<file path="config.mk">
export PLATFORM = sky130hd
export DESIGN_NAME = tb16_access
export DESIGN_NICKNAME = d
export VERILOG_FILES = /design/src/design/tb16_pkg.sv /design/src/design/tb16_access.sv
export SDC_FILE = /design/constraint.sdc
export NUM_CORES = 1
export LEC_CHECK = 0
export ABC_AREA = 1
export BUFFER_PORTS_ARGS = -buffer_cell sky130_fd_sc_hd__buf_2
export CAP_MARGIN = 10
export CORE_AREA = 2 2 137 139
export CTS_CLUSTER_DIAMETER = 80
export DETAILED_ROUTE_END_ITERATION = 16
export DIE_AREA = 0 0 139 141
export PLACE_DENSITY = 0.61
export SETUP_SLACK_MARGIN = 0.02
export SYNTH_ARGS = -nofsm -noshare
export SYNTH_HDL_FRONTEND = slang
export SYNTH_SLANG_ARGS = --single-unit
export TNS_END_PERCENT = 100
</file>
<file path="constraint.sdc">
create_clock -name clk_sys -period 3.69 [get_ports clk_sys]
set_input_delay 0.369 -clock clk_sys [delete_from_list [all_inputs] [get_ports clk_sys]]
set_output_delay 0.369 -clock clk_sys [all_outputs]
set_load 0.02 [all_outputs]
</file>
<file path="src/design/tb16_pkg.sv">
/*
  Package for the 16-bit timer byte access block: byte offsets of the
  eight byte locations, count limits, TOP selections and the bus carrier.
  Assumes a single clock domain and an 8-bit CPU data bus.
*/
package tb16_pkg;

  localparam logic [2:0] TB16_CNT_LO = 3'h0;
  localparam logic [2:0] TB16_CNT_HI = 3'h1;
  localparam logic [2:0] TB16_CAP_LO = 3'h2;
  localparam logic [2:0] TB16_CAP_HI = 3'h3;
  localparam logic [2:0] TB16_CMA_LO = 3'h4;
  localparam logic [2:0] TB16_CMA_HI = 3'h5;
  localparam logic [2:0] TB16_CMB_LO = 3'h6;
  localparam logic [2:0] TB16_CMB_HI = 3'h7;

  localparam logic [15:0] TB16_BOTTOM   = 16'h0000;
  localparam logic [15:0] TB16_MAX      = 16'hffff;
  localparam logic [15:0] TB16_TOP_8B   = 16'h00ff;
  localparam logic [15:0] TB16_TOP_9B   = 16'h01ff;
  localparam logic [15:0] TB16_TOP_10B  = 16'h03ff;
  localparam logic [15:0] TB16_RST_WORD = 16'h0000;
  localparam logic [7:0]  TB16_RST_BYTE = 8'h00;

  // TOP source selection
  typedef enum logic [2:0] {
    TB16_TOPSEL_8B  = 3'h0,
    TB16_TOPSEL_9B  = 3'h1,
    TB16_TOPSEL_10B = 3'h2,
    TB16_TOPSEL_CMA = 3'h3,
    TB16_TOPSEL_CAP = 3'h4
  } tb16_topsel_e;

  // One CPU byte access
  typedef struct packed {
    logic       rd;
    logic       wr;
    logic [2:0] addr;
    logic [7:0] wdata;
  } tb16_cpu_s;

  // Requests from the counting and capture logic
  typedef struct packed {
    logic        cnt_load;
    logic [15:0] cnt_value;
    logic        cap_load;
    logic [15:0] cap_value;
  } tb16_core_s;

endpackage

</file>
<file path="src/design/tb16_access.sv">
/*
  Byte-wide access path to the counter, two compare registers and the
  capture register of a 16-bit timer, with the shared high-byte latch and
  the BOTTOM, MAX and TOP decodes.
  Assumes the counting and capture logic sits outside on the same clock and
  hands in its next counter value and capture events each cycle.
*/
`timescale 1ns/1ps
module tb16_access (
  input  wire logic                  clk_sys,      // System clock, 200 MHz
  input  wire logic                  rst_b,        // Async reset, active low
  input  wire tb16_pkg::tb16_cpu_s   cpu,          // CPU byte access
  input  wire tb16_pkg::tb16_core_s  core,         // Count and capture updates
  input  wire tb16_pkg::tb16_topsel_e top_sel,     // TOP source
  output logic [7:0]                 rdata,        // Read byte, one cycle later
  output logic [15:0]                timer_count_value, // Counter
  output logic [15:0]                compare_value_a,   // Compare A
  output logic [15:0]                compare_value_b,   // Compare B
  output logic [15:0]                capture_value,     // Capture
  output logic [15:0]                top_value,    // Current TOP
  output logic                       at_bottom,    // Counter is zero
  output logic                       at_max,       // Counter is all ones
  output logic                       at_top        // Counter equals TOP
);
  import tb16_pkg::*;

  logic [7:0]  high_latch;
  logic [7:0]  next_high_latch;
  logic [7:0]  next_rdata;
  logic [15:0] next_cnt;
  logic [15:0] next_cma;
  logic [15:0] next_cmb;
  logic [15:0] next_cap;
  logic [15:0] next_top;
  logic        next_bottom;
  logic        next_max;
  logic        next_top_hit;

  // Register and latch updates; CPU writes win over the core
  always_comb begin
    next_high_latch = high_latch;
    next_cnt        = core.cnt_load ? core.cnt_value : timer_count_value;
    next_cma        = compare_value_a;
    next_cmb        = compare_value_b;
    next_cap        = core.cap_load ? core.cap_value : capture_value;
    next_rdata      = TB16_RST_BYTE;
    if (cpu.wr) begin
      case (cpu.addr)
        TB16_CNT_LO: next_cnt = {high_latch, cpu.wdata};
        TB16_CAP_LO: next_cap = {high_latch, cpu.wdata};
        TB16_CMA_LO: next_cma = {high_latch, cpu.wdata};
        TB16_CMB_LO: next_cmb = {high_latch, cpu.wdata};
        default:     next_high_latch = cpu.wdata;
      endcase
    end else if (cpu.rd) begin
      case (cpu.addr)
        TB16_CNT_LO: begin
          next_rdata      = timer_count_value[7:0];
          next_high_latch = timer_count_value[15:8];
        end
        TB16_CAP_LO: begin
          next_rdata      = capture_value[7:0];
          next_high_latch = capture_value[15:8];
        end
        TB16_CMA_LO: next_rdata = compare_value_a[7:0];
        TB16_CMA_HI: next_rdata = compare_value_a[15:8];
        TB16_CMB_LO: next_rdata = compare_value_b[7:0];
        TB16_CMB_HI: next_rdata = compare_value_b[15:8];
        default:     next_rdata = high_latch;
      endcase
    end
  end

  // TOP source and count decodes, taken from the next counter value
  always_comb begin
    case (top_sel)
      TB16_TOPSEL_8B:  next_top = TB16_TOP_8B;
      TB16_TOPSEL_9B:  next_top = TB16_TOP_9B;
      TB16_TOPSEL_10B: next_top = TB16_TOP_10B;
      TB16_TOPSEL_CMA: next_top = next_cma;
      TB16_TOPSEL_CAP: next_top = next_cap;
      default:         next_top = TB16_TOP_8B;
    endcase
    next_bottom  = (next_cnt == TB16_BOTTOM);
    next_max     = (next_cnt == TB16_MAX);
    next_top_hit = (next_cnt == next_top);
  end

  // State registers; flags line up with the counter they describe
  always_ff @(posedge clk_sys or negedge rst_b) begin
    if (!rst_b) begin
      high_latch        <= TB16_RST_BYTE;
      rdata             <= TB16_RST_BYTE;
      timer_count_value <= TB16_RST_WORD;
      compare_value_a   <= TB16_RST_WORD;
      compare_value_b   <= TB16_RST_WORD;
      capture_value     <= TB16_RST_WORD;
      top_value         <= TB16_TOP_8B;
      at_bottom         <= 1'b1;
      at_max            <= 1'b0;
      at_top            <= 1'b0;
    end else begin
      high_latch        <= next_high_latch;
      rdata             <= next_rdata;
      timer_count_value <= next_cnt;
      compare_value_a   <= next_cma;
      compare_value_b   <= next_cmb;
      capture_value     <= next_cap;
      top_value         <= next_top;
      at_bottom         <= next_bottom;
      at_max            <= next_max;
      at_top            <= next_top_hit;
    end
  end
endmodule

</file>
# Word-level counts from Yosys, hierarchy flattened
# Cells that the tools add are included.
[op_classes]
eq_ne = 12
n_mux = 16
reduce_logical = 7
[op_table]
columns = ["operator", "n"]
rows = [
  ["$mux 16", 8],
  ["$pmux 16 s4", 1],
  ["$pmux 8 s6", 1],
  ["$mux 8", 5],
  ["$eq 16x16->1", 1],
  ["$eq 16x16->1 const B", 1],
  ["$logic_not 16->1", 1],
  ["$pmux 8 s2", 1],
  ["$eq 3x3->1 const B", 5],
  ["$eq 3x2->1 const B", 3],
  ["$reduce_or 4->1", 1],
  ["$eq 3x1->1 const B", 1],
  ["$logic_not 3->1", 1],
  ["$reduce_and 3->1", 1],
  ["$reduce_bool 3->1", 1],
  ["$ne 2x2->1 const B", 1],
  ["$reduce_and 2->1", 1],
  ["$reduce_bool 2->1", 1],
]
[word_totals]
ff_bits = 99
in_bits = 52
output_inout_bits = 91
wordCells = 45

# Longest topological paths before layout
[depth]
word_depth = 5
mapped_depth = 14
depth_no_buf = 13

# Worst setup path before layout
# No wires, ideal clock.
[synth_path]
path_type = "input port to flip-flop"
start = "input port cpu[11] (netlist bit)"
end = "register high_latch[2]"
setup_time_ns = 0.083
arrival_time_ns = 1.524
required_time_ns = 3.607
slack_ns = 2.084
cell_stages = 7
path_buffers = 3
path_cell_list = "buf_2 buf_2 inv_1 o21ai_1 buf_2 o211ai_1 o21ai_0"
[synth_between]
elab_chain_len = 2
word_cells_on_any_way = 5
classes_between = "eq/ne (1); mux (1); reduce/logical (3)"
[synth_rtl]
columns = ["element", "line", "text"]
rows = [
  ["start, declared", "tb16_access.sv:12", "input wire tb16_pkg::tb16_cpu_s cpu,"],
  ["$ne 2x2->1 (no source line), or another cell as far along", "n/a", ""],
  ["$reduce_and 3->1 (no source line)", "n/a", ""],
  ["end signal, assigned", "tb16_access.sv:103", "high_latch <= next_high_latch;"],
  ["end, declared", "tb16_access.sv:27", "logic [7:0] high_latch;"],
]
# Several ways; a longest one is shown, not always the timed one.
# A chain may end at the register's enable or synchronous reset.

# Worst setup path after layout
[layout_path]
start = "input port cpu[11] (netlist bit)"
end = "register high_latch[5]"
# The elaborated chain is that of the path after synthesis.

==> flow_summary.ini <==
[worst_setup_path]
crit_path_max_fanout = 34
path_class = input port to flop
startpoint_type = input port
cp-end-kind = flop
cp.required_ns = 3.96
arrival_ns = 2.66

[synthesis]
ys_types = 32
synth-seq-area-share_pct = 46.6
synthFlopType = dfrtp_1
syn_nets = 738
syn-cell-area_sq_mm = 0.00534
postSynthAreaPerCell_sq_um = 7.79
synthArstFlopShare_pct = 100
ys_seq_elements = 99
netlist_instances = 686
synth-edff-count = 0
yosys_warnings = 0

[drt]
vias_per_cell = 5.09
wl_per_cell_um = 19.3
drtAntennaViolNets = 0
routed_wl_um = 20300
drt_iter0_drc = 647
vias = 5365
firstDrtPassIters = 6
drc = 0

[sta]
hold_viol = 0
fmax_ghz = 0.417
finalCriticalPeriod_ns = 2.40
fin_crit_sh_pct = 65.0
tightest_slew_ns = 1.02
slew_viol_final = 0
skew_ns = 0.00998
rsz0062_at_grt = false
finalSetupViolCount = 0
timing.setup.tns_ns = 0
slew_headroom_pct = 31.6

[cts]
cts_root_buffer = clkbuf_16
cts.sinks = 99
postCtsHoldBufs = 0
cts_tree = yes
worstSkewPairLatency_ns = 0.36
cts.htree.levels = 3
cts_buffers = 9
post_cts_buffers = 0
cts.repair.resized = 0
clockBufferDepth = 2
clk_pin_slew_ns = 0.07

[die]
start_util_pct = 29.2
io_pins = 143
num_rows = 50
die-area_sq_mm = 0.0196
die_x_um = 139
die_h_um = 141
core_area_sq_mm = 0.0183

[cells_and_area]
syn2layout_area_growth_pct = 22.2
final_cell_mix = nand2_1 (178), buf_2 (141), dfrtp_1 (90)
fillers = 1977
multi_input_area_sq_mm = 0.00234
stdcell_count = 1054
mostFrequentLayoutCell = nand2_1
ff_latch_area_sq_mm = 0.00249
nNetsFinal = 866
design_area_sq_mm = 0.00653
drive_gt1_share_pct = 24.9

[place]
postPlaceCellArea_sq_mm = 0.00623
portBuffers = 142
dp.cells = 1037
hpwl_um = 15800
place_congestion = 0.947

[global_routing]
grt_overflow = 0
grt_pass1_wl_um = 30600
gr-usage-all-layers_pct = 20.8
antenna_found_initial = 0
grt_pass1_vias = 5095
grt_max_degree = 70

[run_status]
status = completed

[power_and_ir_drop]
leakage_nw = 3.34
ir_worst_vdd_mv = 0.206
power_density_mw_per_mm2 = 494

[min_path]
min_path_type = input port to async pin

[flow_run]
drv_cap = 0
path summary, 6_finish.rpt:
| check | startpoint | endpoint | slack (ns) | cells after the start |
|---|---|---|---|---|
| worst min-delay path | rst_b | compare_value_b[5] | 0.15 | 1 |
| max in group asynchronous | rst_b | top_value[7] | 2.71 | 2 |
| min in group clk_sys | cpu[1] | high_latch[1] | 0.31 | 3 |
| worst max register to register | high_latch[5] | at_top | 1.87 | 11 |
| worst min register to register | compare_value_b[8] | compare_value_b[8] | 0.51 | 2 |
| worst max-delay path | cpu[11] | high_latch[5] | 1.29 | 5 |
stage by stage:
step	hold WS, ns	total power, W	setup slack [ns]	util (%)
detailed placement	0.502	0.00226	1.04	34.1
CTS	0.191	0.00323	1.40	35.7
finish	0.150	0.00322	1.29	35.7
floorplan	0.0734	0.00189	2.08	-
global placement	0.501	0.00226	1.06	34.1
global route	0.235	0.00338	1.12	35.7
critical path, cell delays in order:
cell	delay [ns]
buf_2	0.54
inv_1	0.43
o21ai_1	0.90
o21ai_0	0.20
o22ai_1	0.18
per-layer routing:
metal | up-vias | global-route usage [%] | wire (um)
met5 | - | 0 | 0
met4 | 0 | 7.76 | 518
met3 | 36 | 3.67 | 1520
met2 | 255 | 31.9 | 9050
met1 | 2535 | 29.4 | 9240
li1 | 2539 | - | -
power by group:
group	switching (W)	internal (W)	total [W]
clock network	0.000446	0.000525	0.000971
registers	0.000111	0.00124	0.00135
logic	0.000628	0.000274	0.000902
area by class of cell:
cell class | instances | share of cell area [%]
clock buffer | 9 | 3.45
clock inverter | 7 | 1.04
sequential | 99 | 38.1
inverter | 92 | 5.29
antenna | 1 | 0.0383
multi-input combinational | 463 | 35.8
timing repair buffer | 149 | 11.7
tap | 234 | 4.49
registers in the layout, indices dropped and copies added (netlist names), 8 cells and up:
register           flops
timer_count_value     16
capture_value         16
high_latch             8
rdata                  8
compare_value_b       16
compare_value_a       16
top_value             16
Yosys cell counts (2+ instances only):
library cell,number,share of area (%)
nand2_1,178,13
dfrtp_1,90,42
inv_1,78,5.5
nand3_1,68,6.4
o21ai_0,44,4.1
nand4_1,40,4.7
and2_1,28,3.3
nor2_1,25,1.8
buf_2,17,1.6
o22ai_1,17,2.0
inv_2,13,0.91
a211oi_1,10,1.4
clkbuf_1,9,0.63
dfstp_2,9,4.4
o21ai_2,9,1.5
nor4_1,7,0.82
a21oi_1,6,0.56
o21ai_1,6,0.56
o211ai_1,5,0.70
o21a_1,5,0.70
a221oi_1,3,0.49
buf_4,3,0.42
nand3_4,3,0.98
and2_0,2,0.23
buf_6,2,0.42
nor2_4,2,0.42
nor3_1,2,0.19
cell families (layout without fill, tap and decap cells):
group / after synthesis / count (layout) / share of synthesized area [%]
AOI/OAI and AO/OA: 105 / 105 / 12.0
buffers and inverters: 124 / 257 / 9.63
DFF: 99 / 99 / 46.6
muxes: 1 / 1 / 0.211
other: 0 / 1 / 0
and+or+nand+nor: 357 / 357 / 31.6
No activity file was read; power rests on OpenSTA's default activity.
